==> src/common/sas_pkg.sv <==
// =====================================================================
// Shared constants and types
// =====================================================================
package sas_pkg;

  // =====================================================================
  // Clocking and conversion timing
  // =====================================================================
  localparam int SYS_CLK_KHZ = 40000;
  localparam int ADC_CLK_MAX_KHZ = 14508;
  // Divide rounds up so the converter clock never exceeds its limit
  localparam int CONV_DIV = (SYS_CLK_KHZ + ADC_CLK_MAX_KHZ - 1) /
                            ADC_CLK_MAX_KHZ;
  localparam int CONV_CLKS_MIN = 18;
  localparam int RES_BITS = 12;
  localparam int SMP_MIN = CONV_CLKS_MIN - RES_BITS;
  localparam int SMP_W = 4;

  // =====================================================================
  // Channels and buffering
  // =====================================================================
  localparam int N_SEQ = 8;
  localparam int N_CH = 9;
  localparam logic [3:0] TEMP_CH = 4'h8;
  localparam int FIFO_DEPTH = 8;

  // =====================================================================
  // Register offsets (byte addresses) and region codes (address bits 7:6)
  // =====================================================================
  localparam logic [7:0] A_CTRL = 8'h00;
  localparam logic [7:0] A_CHEN = 8'h04;
  localparam logic [7:0] A_FWCMD = 8'h08;
  localparam logic [7:0] A_STAT = 8'h0c;
  localparam logic [7:0] A_RANGE = 8'h10;
  localparam logic [1:0] A_SMP_REGION = 2'h1;
  localparam logic [1:0] A_RES_REGION = 2'h2;

  // =====================================================================
  // Field positions and reset values
  // =====================================================================
  localparam int CTRL_EN = 0;
  localparam int CTRL_FW = 1;
  localparam int CTRL_STREAM = 2;
  localparam int CTRL_REF = 3;
  localparam int FWCMD_GO = 4;
  localparam int STAT_BUSY = 0;
  localparam int STAT_RANGE = 1;
  localparam int STAT_PWR = 2;
  localparam int STAT_CHAN = 3;
  localparam int RANGE_HI = 16;
  localparam int RES_NEW = 31;
  localparam logic [11:0] RANGE_LO_RST = 12'h000;
  localparam logic [11:0] RANGE_HI_RST = 12'hfff;
  localparam logic [7:0] CHEN_RST = 8'h00;
  localparam logic [3:0] SMP_RST = 4'h0;

  // =====================================================================
  // Types
  // =====================================================================
  typedef enum logic [1:0] {
    SAS_IDLE = 2'b00,
    SAS_SAMPLE = 2'b01,
    SAS_CONVERT = 2'b10
  } sas_state_t;

  typedef enum logic [1:0] {
    SAS_REF_VDD = 2'b00,
    SAS_REF_VDD_HALF = 2'b01,
    SAS_REF_BANDGAP = 2'b10,
    SAS_REF_EXT = 2'b11
  } sas_ref_t;

  typedef struct packed {
    logic [3:0] chan;
    logic [11:0] value;
  } sas_result_t;

  typedef struct packed {
    sas_ref_t ref_sel;
    logic [3:0] chan_sel;
    logic sample;
    logic [11:0] dac_code;
  } sas_afe_t;

endpackage : sas_pkg

==> src/rtl/sas_fifo.sv <==
`timescale 1ns/1ps
// =====================================================================
// Result FIFO with valid/ready on both sides
// =====================================================================
module sas_fifo #(
  parameter int WIDTH = 16,
  parameter int DEPTH = 8
) (
  // Clock and reset
  input wire logic clk_sys,
  input wire logic reset,
  // Fill side
  input wire logic in_valid,
  output logic in_ready,
  input wire logic [WIDTH-1:0] in_data,
  // Drain side
  output logic out_valid,
  input wire logic out_ready,
  output logic [WIDTH-1:0] out_data
);
  localparam int AW = $clog2(DEPTH);

  logic [WIDTH-1:0] mem_r [DEPTH];
  logic [AW:0] wr_ptr_r;
  logic [AW:0] rd_ptr_r;
  logic full_w;
  logic empty_w;

  // Extra pointer bit tells full from empty
  assign full_w = (wr_ptr_r[AW] != rd_ptr_r[AW]) &&
                  (wr_ptr_r[AW-1:0] == rd_ptr_r[AW-1:0]);
  assign empty_w = (wr_ptr_r == rd_ptr_r);
  assign in_ready = !full_w;
  assign out_valid = !empty_w;
  assign out_data = mem_r[rd_ptr_r[AW-1:0]];

  // Storage
  always_ff @(posedge clk_sys)
  begin
    if (in_valid && !full_w)
    begin
      mem_r[wr_ptr_r[AW-1:0]] <= in_data;
    end
  end

  // Pointers
  always_ff @(posedge clk_sys)
  begin
    if (reset)
    begin
      wr_ptr_r <= '0;
      rd_ptr_r <= '0;
    end
    else
    begin
      if (in_valid && !full_w)
      begin
        wr_ptr_r <= wr_ptr_r + 1'b1;
      end
      if (out_ready && !empty_w)
      begin
        rd_ptr_r <= rd_ptr_r + 1'b1;
      end
    end
  end

endmodule : sas_fifo

==> src/rtl/sas_seq.sv <==
// Local design decisions: the placing of the registers and the strobed register port.
`timescale 1ns/1ps
module sas_seq (
  // Clock and reset
  input wire logic clk_sys,
  input wire logic reset,
  // Register port
  input wire logic [7:0] reg_addr,
  input wire logic [31:0] reg_wdata,
  input wire logic reg_wr,
  input wire logic reg_rd,
  output logic [31:0] reg_rdata,
  // Analog front end
  input wire logic power_ok,
  input wire logic cmp_in,
  output sas_pkg::sas_afe_t afe,
  // Result stream
  output logic res_valid,
  input wire logic res_ready,
  output sas_pkg::sas_result_t res_data,
  // Range event
  output logic range_flag
);
  // =====================================================================
  // Declarations
  // =====================================================================
  sas_pkg::sas_state_t state_r;
  logic [1:0] div_r;
  logic tick_w;
  logic [31:0] ctrl_r;
  logic [7:0] chen_r;
  logic [11:0] lo_r;
  logic [11:0] hi_r;
  logic [3:0] smp_r [sas_pkg::N_CH];
  logic [11:0] res_mem_r [sas_pkg::N_CH];
  logic [8:0] res_new_r;
  logic [3:0] chan_r;
  logic [4:0] smp_cnt_r;
  logic [3:0] bit_r;
  logic [11:0] sar_r;
  logic [11:0] final_w;
  logic done_w;
  logic fw_go_w;
  logic auto_w;
  logic room_w;
  logic oor_w;
  logic clr_range_w;
  logic fifo_ready_w;
  logic [3:0] next_w;
  logic [3:0] ridx_w;
  sas_pkg::sas_result_t push_w;

  // Next enabled channel after cur, wrapping round
  function automatic logic [3:0] next_chan(input logic [7:0] en,
                                           input logic [3:0] cur);
    logic [3:0] c;
    next_chan = cur;
    for (int i = 1; i <= sas_pkg::N_SEQ; i++)
    begin
      c = 4'((int'(cur) + i) % sas_pkg::N_SEQ);
      if (en[c[2:0]] && next_chan == cur)
      begin
        next_chan = c;
      end
    end
    if (en[cur[2:0]] == 1'b0 && next_chan == cur)
    begin
      next_chan = 4'h0;
    end
  endfunction : next_chan

  // =====================================================================
  // Converter clock enable
  // =====================================================================
  // Divide rounds up, so the enable never beats the converter limit
  always_ff @(posedge clk_sys)
  begin
    if (reset || div_r == 2'(sas_pkg::CONV_DIV - 1))
    begin
      div_r <= 2'h0;
    end
    else
    begin
      div_r <= div_r + 2'h1;
    end
  end
  assign tick_w = (div_r == 2'(sas_pkg::CONV_DIV - 1));

  // =====================================================================
  // Register writes
  // =====================================================================
  assign fw_go_w = reg_wr && reg_addr == sas_pkg::A_FWCMD &&
                   reg_wdata[sas_pkg::FWCMD_GO];
  assign clr_range_w = reg_wr && reg_addr == sas_pkg::A_STAT &&
                       reg_wdata[sas_pkg::STAT_RANGE];

  // Control, enables and limits
  always_ff @(posedge clk_sys)
  begin
    if (reset)
    begin
      ctrl_r <= 32'h0000_0000;
      chen_r <= sas_pkg::CHEN_RST;
      lo_r <= sas_pkg::RANGE_LO_RST;
      hi_r <= sas_pkg::RANGE_HI_RST;
    end
    else if (reg_wr)
    begin
      if (reg_addr == sas_pkg::A_CTRL)
      begin
        ctrl_r <= {27'h0, reg_wdata[4:0]};
      end
      if (reg_addr == sas_pkg::A_CHEN)
      begin
        chen_r <= reg_wdata[7:0];
      end
      if (reg_addr == sas_pkg::A_RANGE)
      begin
        lo_r <= reg_wdata[11:0];
        hi_r <= reg_wdata[sas_pkg::RANGE_HI +: 12];
      end
    end
  end

  // Per-channel sample times
  genvar g;
  generate
    for (g = 0; g < sas_pkg::N_CH; g++)
    begin : g_smp
      always_ff @(posedge clk_sys)
      begin
        if (reset)
        begin
          smp_r[g] <= sas_pkg::SMP_RST;
        end
        else if (reg_wr && reg_addr[7:6] == sas_pkg::A_SMP_REGION &&
                 reg_addr[5:2] == 4'(g))
        begin
          smp_r[g] <= reg_wdata[3:0];
        end
      end
    end
  endgenerate

  // =====================================================================
  // Sequencer
  // =====================================================================
  assign auto_w = ctrl_r[sas_pkg::CTRL_EN] && !ctrl_r[sas_pkg::CTRL_FW] &&
                  (chen_r != 8'h00);
  assign next_w = next_chan(chen_r, chan_r);
  // Sampling waits for FIFO room, so a push at the end never drops
  assign room_w = !ctrl_r[sas_pkg::CTRL_STREAM] || fifo_ready_w;
  assign final_w = cmp_in ? sar_r : (sar_r & ~(12'h001 << bit_r));
  assign done_w = state_r == sas_pkg::SAS_CONVERT && tick_w &&
                  bit_r == 4'h0;

  // Scan state
  always_ff @(posedge clk_sys)
  begin
    if (reset || !power_ok)
    begin
      state_r <= sas_pkg::SAS_IDLE;
      chan_r <= 4'h0;
      smp_cnt_r <= 5'h00;
    end
    else
    begin
      unique case (state_r)
        sas_pkg::SAS_IDLE:
        begin
          if (ctrl_r[sas_pkg::CTRL_FW] && ctrl_r[sas_pkg::CTRL_EN] &&
              fw_go_w && reg_wdata[3:0] <= sas_pkg::TEMP_CH)
          begin
            chan_r <= reg_wdata[3:0];
            smp_cnt_r <= 5'(sas_pkg::SMP_MIN) + 5'(smp_r[reg_wdata[3:0]]);
            state_r <= sas_pkg::SAS_SAMPLE;
          end
          else if (auto_w)
          begin
            chan_r <= next_w;
            smp_cnt_r <= 5'(sas_pkg::SMP_MIN) + 5'(smp_r[next_w]);
            state_r <= sas_pkg::SAS_SAMPLE;
          end
        end
        sas_pkg::SAS_SAMPLE:
        begin
          if (tick_w && room_w)
          begin
            smp_cnt_r <= smp_cnt_r - 5'h01;
            if (smp_cnt_r == 5'h01)
            begin
              state_r <= sas_pkg::SAS_CONVERT;
            end
          end
        end
        sas_pkg::SAS_CONVERT:
        begin
          if (done_w && auto_w)
          begin
            // Next channel samples at once: no idle slot
            chan_r <= next_w;
            smp_cnt_r <= 5'(sas_pkg::SMP_MIN) + 5'(smp_r[next_w]);
            state_r <= sas_pkg::SAS_SAMPLE;
          end
          else if (done_w)
          begin
            state_r <= sas_pkg::SAS_IDLE;
          end
        end
        default:
        begin
          state_r <= sas_pkg::SAS_IDLE;
        end
      endcase
    end
  end

  // Successive approximation, one bit per converter clock
  always_ff @(posedge clk_sys)
  begin
    if (reset || state_r != sas_pkg::SAS_CONVERT)
    begin
      bit_r <= 4'(sas_pkg::RES_BITS - 1);
      sar_r <= 12'h800;
    end
    else if (tick_w && bit_r != 4'h0)
    begin
      bit_r <= bit_r - 4'h1;
      sar_r <= final_w | (12'h001 << (bit_r - 4'h1));
    end
  end

  // =====================================================================
  // Results, range check and stream
  // =====================================================================
  assign oor_w = final_w < lo_r || final_w > hi_r;
  assign ridx_w = reg_addr[5:2];

  always_ff @(posedge clk_sys)
  begin
    if (done_w)
    begin
      res_mem_r[chan_r] <= final_w;
    end
  end

  // New-result flags: a fresh result beats a clearing read
  always_ff @(posedge clk_sys)
  begin
    if (reset)
    begin
      res_new_r <= 9'h000;
    end
    else
    begin
      for (int i = 0; i < sas_pkg::N_CH; i++)
      begin
        if (done_w && chan_r == 4'(i))
        begin
          res_new_r[i] <= 1'b1;
        end
        else if (reg_rd && reg_addr[7:6] == sas_pkg::A_RES_REGION &&
                 ridx_w == 4'(i))
        begin
          res_new_r[i] <= 1'b0;
        end
      end
    end
  end

  // Sticky out-of-range flag; set wins over clear
  always_ff @(posedge clk_sys)
  begin
    if (reset)
    begin
      range_flag <= 1'b0;
    end
    else if (done_w && oor_w)
    begin
      range_flag <= 1'b1;
    end
    else if (clr_range_w)
    begin
      range_flag <= 1'b0;
    end
  end

  assign push_w = '{chan: chan_r, value: final_w};

  sas_fifo #(
    .WIDTH($bits(sas_pkg::sas_result_t)),
    .DEPTH(sas_pkg::FIFO_DEPTH)
  ) u_fifo (
    .clk_sys(clk_sys),
    .reset(reset),
    .in_valid(done_w && ctrl_r[sas_pkg::CTRL_STREAM]),
    .in_ready(fifo_ready_w),
    .in_data(push_w),
    .out_valid(res_valid),
    .out_ready(res_ready),
    .out_data(res_data)
  );

  // =====================================================================
  // Analog controls and read port
  // =====================================================================
  always_ff @(posedge clk_sys)
  begin
    if (reset)
    begin
      afe <= '0;
    end
    else
    begin
      afe.ref_sel <= sas_pkg::sas_ref_t'(ctrl_r[sas_pkg::CTRL_REF +: 2]);
      afe.chan_sel <= chan_r;
      afe.sample <= state_r == sas_pkg::SAS_SAMPLE;
      afe.dac_code <= sar_r;
    end
  end

  // Read data stands only in the cycle after the strobe
  always_ff @(posedge clk_sys)
  begin
    if (reset || !reg_rd)
    begin
      reg_rdata <= 32'h0000_0000;
    end
    else if (reg_addr[7:6] == sas_pkg::A_SMP_REGION && ridx_w < 4'h9)
    begin
      reg_rdata <= {28'h000_0000, smp_r[ridx_w]};
    end
    else if (reg_addr[7:6] == sas_pkg::A_RES_REGION && ridx_w < 4'h9)
    begin
      reg_rdata <= {res_new_r[ridx_w], 19'h0_0000, res_mem_r[ridx_w]};
    end
    else
    begin
      unique case (reg_addr)
        sas_pkg::A_CTRL: reg_rdata <= ctrl_r;
        sas_pkg::A_CHEN: reg_rdata <= {24'h00_0000, chen_r};
        sas_pkg::A_STAT: reg_rdata <= {25'h000_0000, chan_r, power_ok,
                                       range_flag,
                                       state_r != sas_pkg::SAS_IDLE};
        sas_pkg::A_RANGE: reg_rdata <= {4'h0, hi_r, 4'h0, lo_r};
        default: reg_rdata <= 32'h0000_0000;
      endcase
    end
  end

  // =====================================================================
  // Checks
  // =====================================================================
  logic [5:0] len_r;
  always_ff @(posedge clk_sys)
  begin
    if (reset || (state_r == sas_pkg::SAS_IDLE) || done_w)
    begin
      len_r <= 6'h00;
    end
    else if (tick_w && len_r != 6'h3f)
    begin
      len_r <= len_r + 6'h01;
    end
  end
endmodule : sas_seq

==> config.mk <==
export PLATFORM = sky130hd
export DESIGN_NAME = sas_seq
export DESIGN_NICKNAME = d
export VERILOG_FILES = /design/src/common/sas_pkg.sv /design/src/rtl/sas_fifo.sv /design/src/rtl/sas_seq.sv
export SDC_FILE = /design/constraint.sdc
export NUM_CORES = 1
export LEC_CHECK = 0
export ABC_AREA = 1
export BUFFER_PORTS_ARGS = -buffer_cell sky130_fd_sc_hd__clkbuf_2
export CORE_UTILIZATION = 60
export CTS_BUF_LIST = sky130_fd_sc_hd__clkbuf_8
export DETAILED_ROUTE_END_ITERATION = 10
export PLACE_DENSITY = 0.91
export REMOVE_ABC_BUFFERS = 1
export SYNTH_ARGS = -nofsm -noshare
export SYNTH_HDL_FRONTEND = slang
export SYNTH_SLANG_ARGS = --single-unit
==> constraint.sdc <==
create_clock -name clk_sys -period 4.2 [get_ports clk_sys]
set_input_delay 0.42 -clock clk_sys [delete_from_list [all_inputs] [get_ports clk_sys]]
set_output_delay 0.42 -clock clk_sys [all_outputs]
set_load 0.005 [all_outputs]
==> impl_metrics.py <==
metrics = {
    "sta": {
        "worst_pin_slew_ns": 1.09,
        "maxSlewViolCount": 0,
        "hold_slack_ns": 0.0259,
        "finalHoldViolations": 0,
        "setup_viol": 0,
        "period_needed_ns": 3.79,
        "maxClockFrequency_mhz": 264,
        "finalClockSkew_ns": 0.0510,
        "relSlewSlack_pct": 27.6,
        "final_min_period_over_clock_period_pct": 90.3,
    },
    "power_and_ir_drop": {
        "pwr-share-comb_pct": 6.8,
        "p_clk_share_pct": 40.8,
        "swShare_pct": 24.0,
        "p_sw_mw": 1.95,
        "power-per-cell-area_nw_per_um2": 389,
        "p_int_mw": 6.15,
        "power_leakage_nw": 8.33,
        "pwr-share-seq_pct": 52.4,
        "ir_drop_mv": 0.277,
    },
    "global_routing": {
        "grt_pass1_wl_um": 77200,
        "overflow": 0,
        "antenna_found_initial": 2,
        "grt_max_degree": 65,
        "grtUsageTotal_pct": 32.4,
        "first_global_vias": 14600,
    },
    "setup_path": {
        "cp.arrival_ns": 4.34,
        "startpoint": "chan_r[0]$_SDFFE_PP0P_",
        "crit_required_ns": 4.75,
        "reg2reg_from": "chan_r[0]$_SDFFE_PP0P_",
        "critical_path_class": "flip-flop to flip-flop",
        "reg2reg_depth": 27,
        "end_kind": "flip-flop",
        "cp-endpoint": "smp_cnt_r[2]$_SDFFE_PP0P_",
        "r2r_slack_ns": 0.41,
        "reg2reg_to": "smp_cnt_r[2]$_SDFFE_PP0P_",
        "crit_path_max_fanout": 15,
        "startpoint_type": "flip-flop",
    },
    "route": {
        "ant_nets": 0,
        "viasPerCell": 6.19,
        "firstDrtPassIters": 8,
        "drc": 0,
        "num_vias": 15300,
        "routedLengthMet1_um": 18700,
        "routed_wl_um": 50300,
        "wire_per_inst_um": 20.3,
        "wl_met3_um": 5650,
        "top_layer_used": "met5",
        "met2_length_um": 23200,
        "dr.first_iter.drc_count": 2045,
    },
    "clock_network": {
        "cts_buffers": 60,
        "clock_path_buffers": 3,
        "htree_levels": 2,
        "clkTransAtPathRegs_ns": 0.06,
        "cts_tree": "done",
        "clk_latency_ns": 0.66,
        "root_buffer": "clkbuf_8",
        "cts_sinks": 403,
    },
    "die": {
        "fp.dieW_um": 176,
        "start_util_pct": 61.3,
        "io_pins": 116,
        "num_rows": 63,
        "core_um2": 29700,
        "dieHeight_um": 176,
        "die_area_um2": 31000,
    },
    "cells_and_area": {
        "final_util_pct": 70.1,
        "final_cell_mix": "278 x nand2_1, 272 x edfxtp_1, 261 x nor2_1",
        "area_growth_pct": 14.5,
        "layout_commonest_cell": "nand2_1",
        "drive_gt1_share_pct": 16.0,
        "fin_nets": 2119,
        "final_cells": 2471,
    },
    "placement": {
        "io_buffers": 100,
        "place_hpwl_um": 32000,
        "place_congestion": 0.961,
        "post-place-cells": 2336,
    },
    "run_status": {
        "status": "finished clean",
    },
    "yosys": {
        "async_flop_share_pct": 0,
        "synthTopCellsByArea": "edfxtp_1 45%, dfxtp_1 14%, nand2_1 5.7%",
        "yosys.area.top_type_share_pct": 44.9,
        "synth_area_um2": 18200,
        "synth_edf_count": 272,
        "avgSynthCellArea_um2": 9.75,
        "synth_seq_area_share_pct": 59.3,
        "synth_top_area_cell": "edfxtp_1",
        "yosys_warnings": 0,
        "ys.flop_type": "edfxtp_1",
        "synth.distinct_cells": 63,
        "synth_cells": 1868,
        "ys_ff_latch": 403,
    },
    "job": {
        "drv_cap": 0,
    },
    "hold_path": {
        "hold_path_class": "input pin to flip-flop",
    },
}
==> cells in the mapped netlist (5+ instances only) <==
cell type / n
inv_2: 9
a221oi_1: 16
a31oi_1: 25
a21oi_1: 101
a21boi_0: 10
a22oi_1: 31
edfxtp_1: 272
o21ai_0: 155
nand3_1: 83
a211oi_1: 5
nor2_1: 264
nand3_2: 7
clkbuf_1: 63
o2111ai_1: 6
dfxtp_1: 131
nand4_1: 32
o211ai_1: 19
ha_1: 46
nand2_1: 278
o21ai_1: 5
o22ai_1: 27
nor3_1: 26
buf_4: 8
buf_1: 9
inv_1: 164
nand2_2: 11
==> what timing repair did <==
action / CTS / global route
hold buffers: 8 / 0
endpoints found under the hold margin: 8 / 0
resized for setup: 0 / 11
endpoints found under the setup margin: 0 / 2
buffers inserted: 0 / 9
==> layout make-up <==
cell class | count | area [µm²]
tap | 390 | 488
multi-input combinational | 1210 | 6520
antenna | 3 | 7.51
sequential | 403 | 10800
clock buffer | 75 | 1030
timing repair buffer | 174 | 1080
clock inverter | 39 | 255
fill | 2032 | 8880
inverter | 177 | 666
==> power groups by stage <==
stage / sequential [mW] / combinational (mW) / clock (mW)
after floorplan: 4.34 / 0.293 / 0
after global placement: 4.33 / 0.505 / 0
after detailed placement: 4.33 / 0.527 / 0
after CTS: 4.24 / 0.541 / 3.30
after global routing: 4.25 / 0.603 / 3.48
final: 4.25 / 0.554 / 3.30
==> logic make-up (layout without fill, tap and decap cells) <==
group / after synthesis / count (layout) / share of synthesized area, %
other cells: 1 / 10 / 0.0206
compound gates: 427 / 427 / 14.0
xor+xnor: 7 / 7 / 0.481
fa+ha+maj: 46 / 46 / 3.16
simple gates: 722 / 723 / 17.3
flops: 403 / 403 / 59.3
buf+inv: 262 / 465 / 5.74
==> through the flow <==
step / total power, mW / setup TNS (ns) / worst slack [ns] / area (µm²)
after CTS: 8.09 / 0 / 0.227 / 20700
after global routing: 8.33 / -0.000787 / -0.000787 / 20800
final: 8.10 / 0 / 0.407 / 20800
after global placement: 4.83 / 0 / 0.417 / 19300
after floorplan: 4.63 / 0 / 0.210 / 17800
after detailed placement: 4.86 / 0 / 0.285 / 19300
==> layer usage <==
metal,up-vias,track usage [%]
li1,6871,-
met1,7105,41.4
met2,1087,51.9
met3,235,5.79
met4,2,18.8
met5,-,0
==> sequential cells by signal, summed over array words and instances (netlist names), 8 cells and up, named ones only <==
register and cells:
res_mem_r 108, smp_r 36, res_new_r 9, lo_r 12, reg_rdata 25, sar_r 12, afe 19, hi_r 12
chen_r 8, u_fifo.mem_r 128
==> worst max-delay path: stages, from the launching register on <==
cell and delay, ns:
dfxtp_2 0.36, inv_2 0.05, buf_4 0.19, ha_1 0.24, xnor2_2 0.22, inv_2 0.08, nand3_1 0.08, nand2_2 0.10
inv_2 0.10, nand4_4 0.15, clkinv_2 0.08, nand2_1 0.06, nand3_1 0.13, nand2_4 0.08, nor2_8 0.14, nand3_4 0.14
nand3_2 0.13, nand2_1 0.10, nor2_4 0.19, nand2_1 0.07, nand3_1 0.13, nand2_2 0.09, ha_1 0.31, o21ai_1 0.12
nand2_1 0.07, a21oi_2 0.13, a21oi_1 0.06, nor2_1 0.10
==> worst min path at each step <==
stage | startpoint | end | cells after the start
final | reg_wdata[23] | hi_r[7]$_SDFFE_PP1P_ | 3
after global routing | reg_wdata[23] | hi_r[7]$_SDFFE_PP1P_ | 3
after floorplan | div_r[0]$_SDFF_PP0_ | div_r[0]$_SDFF_PP0_ | 1
after CTS | reg_wdata[23] | hi_r[7]$_SDFFE_PP1P_ | 3
after detailed placement | div_r[0]$_SDFF_PP0_ | div_r[0]$_SDFF_PP0_ | 1
after global placement | div_r[0]$_SDFF_PP0_ | div_r[0]$_SDFF_PP0_ | 1
Power figures use the tool's default switching activity.
